--- src/core/pocs_map.vh ---
// Function
// [RL1] answer at 0x20 strap low, 0x28 high
// [RL2] start inrush timer, clamp at power-on
// [RL3] still clamped at window end: fault off
// [RL4] after inrush, supervise cut and hard limit
// [RL5] overload timeout from timing config field
// [RL6] above cut threshold: timer down, zero trips
// [RL7] below threshold: count up slower, saturate
// [RL8] overload trip sets overload fault flag
// [RL9] hard limit imposes foldback at once
// [RL10] hard limit level from high-power bit
// [RL11] hard limit timer; timeout sets fault
// [RL12] cut threshold 3-bit per port field
// [RL13] threshold code to milliamp decode table
// [RL14] host keeps cut below hard limit
// [RL15] autonomous: set limits from class result
// [RL16] cool-down after fault before detection restart
// [RL17] hard timer counts up slower, saturates
// [RL18] fixed down/up rate ratio all ports
// [RL19] fault flags latched until software clears
`ifndef POCS_MAP_VH
`define POCS_MAP_VH
// ----------------------------------------
// register offsets
// ----------------------------------------
`define POCS_OFS_CTRL 4'h0
`define POCS_OFS_CUT 4'h1
`define POCS_OFS_TIMING 4'h2
`define POCS_OFS_POWER_PLUS 4'h3
`define POCS_OFS_FAULT_EVT 4'h4
`define POCS_OFS_START_LIM_EVT 4'h5
`define POCS_OFS_STATUS 4'h6
`define POCS_OFS_I2C_ADDR 4'h7
`define POCS_OFS_CUT_MA 4'h8
// ----------------------------------------
// constants
// ----------------------------------------
`define POCS_ADDR_LOW 7'h20
`define POCS_ADDR_HIGH 7'h28
`define POCS_TIMING_RST 8'h00
`define POCS_CUT_RST 12'h000
`define POCS_UP_RATIO 4'h4
`define POCS_INRUSH_CYC 16'h0400
`define POCS_COOL_CYC 16'h0800
`define POCS_TIMER_UNIT 8'h40
`endif

--- src/core/pocs_supervisor.v ---
// Chosen here: the register addresses and strobed register access.
`timescale 1ns/1ps
`default_nettype none
`include "pocs_map.vh"
module pocs_supervisor #(
  parameter PORTS = 4,
  parameter INRUSH_CYC = 16'h0400,
  parameter COOL_CYC = 16'h0800
) (
  // clock and reset
  input wire clock,
  input wire nrst,
  // register port
  input wire [3:0] reg_addr,
  input wire [15:0] reg_wdata,
  input wire reg_wr,
  input wire reg_rd,
  output reg [15:0] reg_rdata,
  // strap
  input wire address_select_pin,
  output reg [6:0] i2c_address,
  // port power requests and current comparators, per port bit
  input wire [3:0] power_on_req,
  input wire [3:0] at_inrush_limit,
  input wire [3:0] above_cut,
  input wire [3:0] above_hard,
  // classification result (power-plus wanted)
  input wire [3:0] class_high_power,
  // port drive
  output reg [3:0] port_power,
  output reg [3:0] foldback_active,
  output reg [3:0] detect_restart,
  output reg [15:0] cut_code_out,
  output reg [3:0] hard_level_high
);
  // ----------------------------------------
  // states
  // ----------------------------------------
  localparam ST_OFF = 2'd0;
  localparam ST_INRUSH = 2'd1;
  localparam ST_ON = 2'd2;
  localparam ST_COOL = 2'd3;
  // ----------------------------------------
  // registers
  // ----------------------------------------
  reg [3:0] auto_reg; // per-port autonomous bits
  reg auto_mode_reg; // global autonomous mode
  reg [11:0] cut_reg; // 3-bit code per port
  reg [7:0] timing_reg; // [3:0] overload, [7:4] hard
  reg [3:0] pplus_reg; // high-power select bits
  reg [3:0] ovl_flag_reg;
  reg [3:0] inr_flag_reg;
  reg [3:0] hard_flag_reg;
  reg [1:0] st_reg [0:3];
  reg [15:0] cnt_reg [0:3]; // inrush and cool count
  reg [11:0] ovl_reg [0:3]; // overload fault timer
  reg [11:0] hard_reg [0:3]; // hard-limit fault timer
  reg [3:0] div_reg [0:3]; // slow up-count divider
  reg strap_done_reg;
  reg [3:0] trip_ovl, trip_inr, trip_hard;
  integer i; // loop index, port supervision only
  integer j; // loop index, limit selection only
  // ----------------------------------------
  // helpers
  // ----------------------------------------
  // timeout setting to full-scale count; zero setting still gives one unit
  function [11:0] full_count;
    input [3:0] sel;
    begin
      full_count = {4'h0, `POCS_TIMER_UNIT} * ({8'h00, sel} + 12'h001);
    end
  endfunction
  // threshold code for milliamp in nominal units, readable for status
  // [RL13] code decode table
  function [9:0] cut_ma;
    input [2:0] code;
    begin
      case (code)
        3'h1: cut_ma = 10'd110;
        3'h2: cut_ma = 10'd204;
        3'h4: cut_ma = 10'd754;
        3'h5: cut_ma = 10'd592;
        3'h6: cut_ma = 10'd645;
        3'h7: cut_ma = 10'd920;
        default: cut_ma = 10'd374;
      endcase
    end
  endfunction
  // ----------------------------------------
  // strap catch after reset release
  // ----------------------------------------
  always @(posedge clock or negedge nrst) begin
    if (!nrst) begin
      strap_done_reg <= 1'b0;
      i2c_address <= `POCS_ADDR_HIGH;
    end else if (!strap_done_reg) begin
      // strap read once; later pin changes are ignored
      strap_done_reg <= 1'b1;
      // [RL1] strap picks address
      i2c_address <= address_select_pin ? `POCS_ADDR_HIGH : `POCS_ADDR_LOW;
    end
  end
  // ----------------------------------------
  // port supervision
  // ----------------------------------------
  always @(posedge clock or negedge nrst) begin
    if (!nrst) begin
      for (i = 0; i < 4; i = i + 1) begin
        st_reg[i] <= ST_OFF;
        cnt_reg[i] <= 16'h0000;
        ovl_reg[i] <= 12'h000;
        hard_reg[i] <= 12'h000;
        div_reg[i] <= 4'h0;
      end
      port_power <= 4'h0;
      foldback_active <= 4'h0;
      detect_restart <= 4'h0;
      trip_ovl <= 4'h0;
      trip_inr <= 4'h0;
      trip_hard <= 4'h0;
    end else begin
      // every port runs its own copy of the same machine
      for (i = 0; i < 4; i = i + 1) begin
        trip_ovl[i] <= 1'b0;
        trip_inr[i] <= 1'b0;
        trip_hard[i] <= 1'b0;
        detect_restart[i] <= 1'b0;
        // [RL9] foldback registered one cycle after hard limit reached
        foldback_active[i] <= port_power[i] & above_hard[i];
        case (st_reg[i])
          ST_OFF: begin
            if (power_on_req[i]) begin
              // [RL2] start inrush window
              st_reg[i] <= ST_INRUSH;
              cnt_reg[i] <= INRUSH_CYC;
              port_power[i] <= 1'b1;
            end
          end
          ST_INRUSH: begin
            if (!power_on_req[i]) begin
              // request dropped during start: plain power-off
              st_reg[i] <= ST_OFF;
              port_power[i] <= 1'b0;
              detect_restart[i] <= 1'b1;
            end else if (cnt_reg[i] != 16'h0000) begin
              cnt_reg[i] <= cnt_reg[i] - 16'h0001;
            end else if (at_inrush_limit[i]) begin
              // [RL3] still clamped at end
              st_reg[i] <= ST_COOL;
              cnt_reg[i] <= COOL_CYC;
              port_power[i] <= 1'b0;
              trip_inr[i] <= 1'b1;
            end else begin
              // [RL4] enter two-tier supervision
              st_reg[i] <= ST_ON;
              ovl_reg[i] <= full_count(timing_reg[3:0]);
              hard_reg[i] <= full_count(timing_reg[7:4]);
              div_reg[i] <= 4'h0;
            end
          end
          ST_ON: begin
            // [RL18] common fixed up-count divider
            div_reg[i] <= (div_reg[i] == `POCS_UP_RATIO - 4'h1) ? 4'h0 : div_reg[i] + 4'h1;
            // [RL6] overload counts down
            if (above_cut[i]) begin
              ovl_reg[i] <= ovl_reg[i] - 12'h001;
            // [RL7] slow up, saturate at setting
            end else if (div_reg[i] == 4'h0 && ovl_reg[i] < full_count(timing_reg[3:0])) begin
              ovl_reg[i] <= ovl_reg[i] + 12'h001;
            end
            // [RL11] hard-limit timer down
            if (above_hard[i]) begin
              hard_reg[i] <= hard_reg[i] - 12'h001;
            // [RL17] slow up, saturate at setting
            end else if (div_reg[i] == 4'h0 && hard_reg[i] < full_count(timing_reg[7:4])) begin
              hard_reg[i] <= hard_reg[i] + 12'h001;
            end
            // trip checks see this cycle's timers; hard before overload
            if (!power_on_req[i]) begin
              // plain power-off: straight back to detection
              st_reg[i] <= ST_OFF;
              port_power[i] <= 1'b0;
              detect_restart[i] <= 1'b1;
            end else if (above_hard[i] && hard_reg[i] <= 12'h001) begin
              // [RL11] hard timeout powers off
              st_reg[i] <= ST_COOL;
              cnt_reg[i] <= COOL_CYC;
              port_power[i] <= 1'b0;
              trip_hard[i] <= 1'b1;
            end else if (above_cut[i] && ovl_reg[i] <= 12'h001) begin
              // [RL6] overload timeout powers off
              st_reg[i] <= ST_COOL;
              cnt_reg[i] <= COOL_CYC;
              port_power[i] <= 1'b0;
              trip_ovl[i] <= 1'b1;
            end
          end
          ST_COOL: begin
            // [RL16] cool-down then detection
            if (cnt_reg[i] != 16'h0000) begin
              cnt_reg[i] <= cnt_reg[i] - 16'h0001;
            end else begin
              st_reg[i] <= ST_OFF;
              detect_restart[i] <= 1'b1;
            end
          end
          default: st_reg[i] <= ST_OFF;
        endcase
      end
    end
  end
  // ----------------------------------------
  // limit selection, autonomous override
  // ----------------------------------------
  always @(posedge clock or negedge nrst) begin
    if (!nrst) begin
      cut_code_out <= 16'h0000;
      hard_level_high <= 4'h0;
    end else begin
      for (j = 0; j < 4; j = j + 1) begin
        // limits change only while port is off
        // swapping limits under load could trip on a stale mix
        if (st_reg[j] == ST_OFF) begin
          if (auto_mode_reg | auto_reg[j]) begin
            // [RL15] limits from classification
            cut_code_out[j*4 +: 4] <= class_high_power[j] ? 4'h6 : 4'h0;
            hard_level_high[j] <= class_high_power[j];
          end else begin
            // [RL12] per port 3-bit code
            cut_code_out[j*4 +: 4] <= {1'b0, cut_reg[j*3 +: 3]};
            // [RL10] high-power bit level
            hard_level_high[j] <= pplus_reg[j];
          end
        end
      end
    end
  end
  // ----------------------------------------
  // register writes and flags
  // ----------------------------------------
  always @(posedge clock or negedge nrst) begin
    if (!nrst) begin
      auto_reg <= 4'h0;
      auto_mode_reg <= 1'b1;
      cut_reg <= `POCS_CUT_RST;
      timing_reg <= `POCS_TIMING_RST;
      pplus_reg <= 4'h0;
      ovl_flag_reg <= 4'h0;
      inr_flag_reg <= 4'h0;
      hard_flag_reg <= 4'h0;
    end else begin
      if (reg_wr) begin
        case (reg_addr)
          `POCS_OFS_CTRL: begin
            auto_reg <= reg_wdata[3:0];
            auto_mode_reg <= reg_wdata[4];
          end
          `POCS_OFS_CUT: cut_reg <= reg_wdata[11:0];
          // [RL5] overload timeout field
          `POCS_OFS_TIMING: timing_reg <= reg_wdata[7:0];
          `POCS_OFS_POWER_PLUS: pplus_reg <= reg_wdata[3:0];
          // writes to read-only or unmapped indexes are dropped
          default: ;
        endcase
      end
      // [RL19] write-one clears, set wins
      // [RL8] overload fault flag
      ovl_flag_reg <= (ovl_flag_reg & ~((reg_wr && reg_addr == `POCS_OFS_FAULT_EVT) ?
                       reg_wdata[3:0] : 4'h0)) | trip_ovl;
      // [RL3] inrush fault flag
      inr_flag_reg <= (inr_flag_reg & ~((reg_wr && reg_addr == `POCS_OFS_START_LIM_EVT) ?
                       reg_wdata[3:0] : 4'h0)) | trip_inr;
      // [RL11] hard-limit fault flag
      hard_flag_reg <= (hard_flag_reg & ~((reg_wr && reg_addr == `POCS_OFS_START_LIM_EVT) ?
                        reg_wdata[7:4] : 4'h0)) | trip_hard;
    end
  end
  // ----------------------------------------
  // read data, one cycle later
  // ----------------------------------------
  always @(posedge clock or negedge nrst) begin
    if (!nrst) begin
      reg_rdata <= 16'h0000;
    end else if (reg_rd) begin
      case (reg_addr)
        `POCS_OFS_CTRL: reg_rdata <= {11'h000, auto_mode_reg, auto_reg};
        `POCS_OFS_CUT: reg_rdata <= {4'h0, cut_reg};
        `POCS_OFS_TIMING: reg_rdata <= {8'h00, timing_reg};
        `POCS_OFS_POWER_PLUS: reg_rdata <= {12'h000, pplus_reg};
        `POCS_OFS_FAULT_EVT: reg_rdata <= {12'h000, ovl_flag_reg};
        `POCS_OFS_START_LIM_EVT: reg_rdata <= {8'h00, hard_flag_reg, inr_flag_reg};
        // status bits are live copies, not latched
        `POCS_OFS_STATUS: reg_rdata <= {4'h0, foldback_active, 4'h0, port_power};
        `POCS_OFS_I2C_ADDR: reg_rdata <= {9'h000, i2c_address};
        // [RL13] nominal milliamps of the code port 0 uses
        `POCS_OFS_CUT_MA: reg_rdata <= {6'h00, cut_ma(cut_code_out[2:0])};
        default: reg_rdata <= 16'h0000;
      endcase
    end
  end
endmodule
`default_nettype wire

--- config.mk ---
export PLATFORM = sky130hd
export DESIGN_NAME = pocs_supervisor
export DESIGN_NICKNAME = d
export VERILOG_FILES = /design/src/core/pocs_supervisor.v
export VERILOG_INCLUDE_DIRS = /design/src /design/src/core
export SDC_FILE = /design/constraint.sdc
export NUM_CORES = 1
export LEC_CHECK = 0
export CELL_PAD_IN_SITES_DETAIL_PLACEMENT = 0
export CELL_PAD_IN_SITES_GLOBAL_PLACEMENT = 1
export CORE_ASPECT_RATIO = 0.6
export CORE_MARGIN = 5
export CORE_UTILIZATION = 50
export DETAILED_ROUTE_END_ITERATION = 10
export DONT_BUFFER_PORTS = 1
export PLACE_DENSITY_LB_ADDON = 0.12
export SYNTH_ARGS = -nofsm -noshare
export SYNTH_HDL_FRONTEND = slang
export SYNTH_SLANG_ARGS = --single-unit
--- constraint.sdc ---
create_clock -name clock -period 4.2 [get_ports clock]
set_clock_uncertainty 0.15 [all_clocks]
set_input_delay 1.05 -clock clock [delete_from_list [all_inputs] [get_ports clock]]
set_output_delay 1.05 -clock clock [all_outputs]
set_load 0.01 [all_outputs]
Word level (Yosys, flattened, before mapping)
Cells that the tools add are included.

cells by class
  bitwise logic cells = 17
  add/subtract/negate cells = 26
  muxes and demuxes = 246
  reductions and logical operators = 71
  order comparisons = 16
  equality and inequality tests = 86

operators with widths
  operator                                               number
  2-to-1 mux 16 bit                                      32
  2-to-1 mux 12 bit                                      40
  case mux 16 bit (4 select lines)                       4
  case mux 12 bit (2 select lines)                       8
  case mux 12 bit (9 select lines)                       1
  adder 12 x 1 -> 12 bit (second input constant)         8
  <= comparator 12 x 1 -> 1 bit (second input constant)  8
  subtractor 12 x 1 -> 12 bit (second input constant)    8
  2-to-1 mux 1 bit                                       88
  2-to-1 mux 4 bit                                       20
  less-than comparator 12 bit                            6
  != test 3 bit (second input constant)                  24
  nonzero test 16 bit                                    4
  subtractor 16 x 1 -> 16 bit (second input constant)    4
  case mux 10 bit (6 select lines)                       1
  AND reduction 5 bit                                    12
  2-to-1 mux 2 bit                                       28
  != test 2 bit (second input constant)                  28
  case mux 2 bit (4 select lines)                        4
  case mux 4 bit (2 select lines)                        4
  AND reduction 4 bit                                    8
  equality test 4 x 2 -> 1 bit (second input constant)   6
  less-than comparator 12 x 11 -> 1 bit                  2
  2-to-1 mux 3 bit                                       8
  other kinds (26)                                       106

word-level totals
  bits in registers = 293
  bits of input ports = 45
  logic and storage cells = 510
  output and inout port bits = 55

Logic depth before layout (Yosys ltp)
  depth after elaboration = 6
  mapped depth = 12
  gate-level depth less buffers = 10

Worst setup path after synthesis
No wires, ideal clock.

  path kind = input -> register
  start = in above_cut[1]
  end = reg cnt_reg[44] in the netlist's numbering
  buffers on the path = 3
  arrival = 3.031 ns
  slack = 0.898 ns
  cell stages on the path = 9
  path through = buf_2 > or4b_1 > clkbuf_1 > nor4_4 > a211oi_1 > a211oi_1 > buf_2 > o21ai_0 > a22o_1

between the ends
  word-level cells in the longest chain between the ends = 3

ends and longest elaborated chain
  item                                  RTL line               RTL
  start, declared                       pocs_supervisor.v:25   input wire [3:0] above_cut,
  logical AND 1 bit                     pocs_supervisor.v:190  end else if (above_cut[i] && ovl_reg[i] <= 12'h001) begin
  != test 3 bit (no source line)        --
  AND reduction 6 bit (no source line)  --
  end signal, assigned by index         pocs_supervisor.v:146  cnt_reg[i] <= cnt_reg[i] - 16'h0001;
  end signal, assigned by index         pocs_supervisor.v:201  cnt_reg[i] <= cnt_reg[i] - 16'h0001;
  end, declared                         pocs_supervisor.v:55   reg [15:0] cnt_reg [0:3];

No other way between the ends.
A chain may end at the register's enable or synchronous reset.

Worst setup path in the final report
  start = reg timing_reg[1]
  end = reg ovl_reg[17] in the netlist's numbering

between the ends
  word-level cells in the longest chain between the ends = 5

ends and longest elaborated chain
  item                                  RTL line               RTL
  start, declared                       pocs_supervisor.v:49   reg [7:0] timing_reg;
  start signal, assigned                pocs_supervisor.v:246  timing_reg <= `POCS_TIMING_RST;
  start signal, assigned                pocs_supervisor.v:260  `POCS_OFS_TIMING: timing_reg <= reg_wdata[7:0];
  adder 4 x 1 -> 5 bit                  pocs_supervisor.v:70   full_count = {4'h0, `POCS_TIMER_UNIT} * ({8'h00, sel} + 12'h001);
  less-than comparator 12 bit           pocs_supervisor.v:168  end else if (div_reg[i] == 4'h0 && ovl_reg[i] < full_count(timing_reg[3:0])) begin
  logical AND 1 bit                     pocs_supervisor.v:168
  != test 3 bit (no source line)        --
  AND reduction 5 bit (no source line)  --
  end signal, assigned by index         pocs_supervisor.v:156  ovl_reg[i] <= full_count(timing_reg[3:0]);
  end signal, assigned by index         pocs_supervisor.v:166  ovl_reg[i] <= ovl_reg[i] - 12'h001;
  end signal, assigned by index         pocs_supervisor.v:169  ovl_reg[i] <= ovl_reg[i] + 12'h001;
  end, declared                         pocs_supervisor.v:56   reg [11:0] ovl_reg [0:3];

No other way between the ends.

==> impl_metrics.py <==
metrics = {
    "status": {
        "status": "finished, final reports clean",
    },
    "timing": {
        "maxSlewViolCount": 0,
        "rsz0062_at_grt": "false",
        "finalHoldViolCount": 0,
        "max_freq_mhz": 274.6,
        "hold_ws_ns": 0.04905,
        "slew-limit-headroom_pct": 19.19,
        "setup_viol": 0,
        "setup_tns_ns": 0,
        "tightest_slew_ns": 1.212,
        "fin_crit_ns": 3.642,
        "fin_crit_sh_pct": 86.72,
    },
    "clock_network": {
        "path_clk_slew_ns": 0.07,
        "cts-root-buf": "clkbuf_16",
        "post_cts_buffers": 0,
        "insertion_delay_ns": 0.58,
        "htreeDepth": 1,
        "hold_buffers": 0,
        "clock_sinks": 279,
        "clockBufferDepth": 3,
        "numCtsBuffers": 28,
        "cts_tree": "built",
        "cts_resized": 0,
    },
    "global_route": {
        "grt_overflow": 0,
        "grt_pass1_wl_um": 80500,
        "grt_usage_pct": 24.49,
        "antenna_found_initial": 0,
        "grt_max_degree": 280,
        "grt_pass1_vias": 14370,
    },
    "critical_path": {
        "reg2reg_slack_ns": 0.56,
        "critPathLaunchType": "flip-flop",
        "worstPathArrival_ns": 3.99,
        "critical_path_class": "reg2reg",
        "required_ns": 4.55,
        "crit_slowest_cell": "or3_1",
        "crit_chain": "ha_1 -> xor2_1 -> inv_1 -> ha_1 -> a21oi_1 -> nand2_1 -> a222oi_1 -> buf_4 -> nand3_2 -> or3_1 -> a21oi_1",
        "slowest_delay_ns": 0.45,
        "worst-path-max-fanout": 16,
        "end_kind": "flip-flop",
    },
    "place": {
        "dp_hpwl_um": 35510,
        "portBuffers": 0,
        "place.gp.congestion": 0.8719,
    },
    "logic_synthesis": {
        "syn_area_per_cell_um2": 8.688,
        "yosysTopAreaCell": "dfrtp_1",
        "async_flop_share_pct": 100.0,
        "synth_area_leaders": "dfrtp_1 38%, ha_1 6.2%, o21ai_0 4.1%",
        "synth_cell_types": 86,
        "seq_area_frac_synth_pct": 38.72,
        "syn_inst": 2076,
        "ys.flop_type": "dfrtp_1",
        "yosys_warnings": 0,
        "synth_edf_count": 0,
        "ys_ff_latch": 279,
        "yosys.area.top_type_share_pct": 38.43,
        "syn-cell-area_um2": 18040,
    },
    "pwr": {
        "power_density_nw_per_um2": 705.2,
        "p_total_mw": 13.66,
        "peakVddDrop_mv": 0.3111,
        "clockPowerShare_pct": 19.3,
        "p_comb_share_pct": 45.2,
        "p_sw_share_pct": 45.24,
        "p_int_mw": 7.482,
        "seqPwrFrac_pct": 35.6,
        "switchingPower_mw": 6.183,
        "p_leak_nw": 8.303,
    },
    "floorplanning": {
        "dieHeight_um": 157.1,
        "core.rowCount": 53,
        "die_area_um2": 40100,
        "coreArea_um2": 35280,
        "io_pins": 100,
        "initial_core_util_pct": 51.13,
        "die-width_um": 255.2,
    },
    "drt": {
        "drt-total-wl_um": 49870,
        "dr.pass1.iters": 6,
        "drt_iter0_markers": 1437,
        "wl_per_cell_um": 19.81,
        "vias_per_cell": 6.271,
        "via_count": 15790,
        "postRouteAntennaNets": 0,
        "drc": 0,
    },
    "layout": {
        "largest_reg_flops": 64,
        "layout.nets": 2163,
        "drive_above_1_share_pct": 8.244,
        "final_core_utilization_pct": 54.93,
        "area_growth_pct": 7.429,
        "fillers": 3255,
    },
    "hold_path": {
        "hold_class": "in2async",
    },
    "flow_run": {
        "maxCapViolCount": 0,
    },
}
## power by group through the flow
stage,combinational [mW],sequential (mW),clock (mW)
after floorplan,4.88,4.38,0
after global placement,5.93,4.84,0
after detailed placement,6.09,4.87,0
after CTS,6.12,4.84,2.70
after global routing,6.95,5.03,2.81
final,6.17,4.86,2.63
## synthesized netlist by cell type, types with 17 or more instances
cell type  number
a211oi_1       21
a21o_1         26
a21oi_1       128
a22o_1         22
a31oi_1        22
and3_1         18
buf_2          18
clkbuf_1       84
dfrtp_1       277
ha_1           90
inv_1          97
mux2_2         39
mux2i_1        33
nand2_1       182
nand2b_1       25
nand3_1       100
nand4_1        32
nor2_1        179
nor2b_1        26
nor3_1         60
nor4_1         28
o211ai_1       19
o21ai_0       147
o22ai_1        22
o31ai_1        26
or3_1          37
or4_1          17
xor2_1         22
## critical path: cells and delay by family, from the launching register on
family                   cells  cell delay [ns]
flip-flops                   1             0.41
AND/OR/NAND/NOR              3             0.79
XOR/XNOR                     1             0.39
AO/OA/AOI/OAI                3             0.65
buffers and inverters        2             0.56
adder cells (fa/ha/maj)      2             0.60
## per-layer routing
| layer | vias up | part of all wire, % | track usage, % |
|---|---|---|---|
| li1 | 7503 | - | - |
| met1 | 7692 | 51 | 40.29 |
| met2 | 537 | 39 | 33.21 |
| met3 | 58 | 8.0 | 4.789 |
| met4 | 0 | 1.7 | 4.244 |
| met5 | - | 0 | 0 |
## cell families after synthesis
kind of cell,Yosys count,synth area share [%]
other,2,0.04164
buffers and inverters,226,5.126
flip-flops,279,38.72
multiplexers,76,4.766
adder cells (fa/ha/maj),90,6.243
AO/OA/AOI/OAI,570,20.73
AND/OR/NAND/NOR,803,22.91
XOR/XNOR,30,1.457
## cells in the final DEF (no fill, tap or decap), types with 11 or more instances in the layout
master     netlist  layout
a31oi_1         22      21
nor4_1          28      27
ha_1            90      90
a22o_1          22      22
o2bb2ai_1       11      11
a221oi_1        16      16
clkbuf_16        0      28
or3_1           37      37
nor4b_1         11      11
dfrtp_1        277     277
or2_2           14      14
a211oi_1        21      21
nor2_1         179     179
o211ai_1        19      19
nand2_1        182     182
o22ai_1         22      22
mux2_2          39      39
a21oi_1        128     128
buf_4           14      35
inv_1           97      97
nor2b_1         26      26
nand3_1        100     100
o31ai_1         26      25
a21o_1          26      26
nor3_1          60      59
a22oi_1         11      11
xor2_1          22      22
o21ai_0        147     146
and3_1          18      18
nand2b_1        25      25
mux2i_1         33      33
conb_1           2      15
nand3b_1        13      13
or4_1           17      17
nand4_1         32      32
## area by class of cell
class / instances / area, um^2 / share of cell area [%]
Antenna cell: 1 / 2.502 / 0.01291
Clock buffer: 34 / 763.2 / 3.939
Clock inverter: 18 / 188.9 / 0.9750
Inverter: 100 / 375.4 / 1.937
Multi-Input combinational cell: 1584 / 10220 / 52.72
Sequential cell: 279 / 6984 / 36.04
Tap cell: 467 / 584.3 / 3.015
Timing Repair Buffer: 35 / 262.8 / 1.356
## path summary, 6_finish.rpt
kind                                from         endpoint  depth (start not counted)
min in group clock           trip_ovl[3]  ovl_flag_reg[3]                          1
max in group asynchronous           nrst      cnt_reg[48]                          0
hold reg to reg              trip_ovl[3]  ovl_flag_reg[3]                          1
setup / recovery           timing_reg[1]      ovl_reg[17]                         11
setup reg to reg           timing_reg[1]      ovl_reg[17]                         11
hold / removal                      nrst      cnt_reg[57]                          0
## metrics by stage
stage                     instances  setup WS [ns]  cell area (um^2)
after global routing           2517         0.2876             19370
after detailed placement       2465         0.4886             18420
after CTS                      2517         0.5439             19370
after floorplan                2089         0.8984             18090
after global placement         2465         0.5210             18420
final                          2518         0.5577             19380
Power figures use the tool's default switching activity.
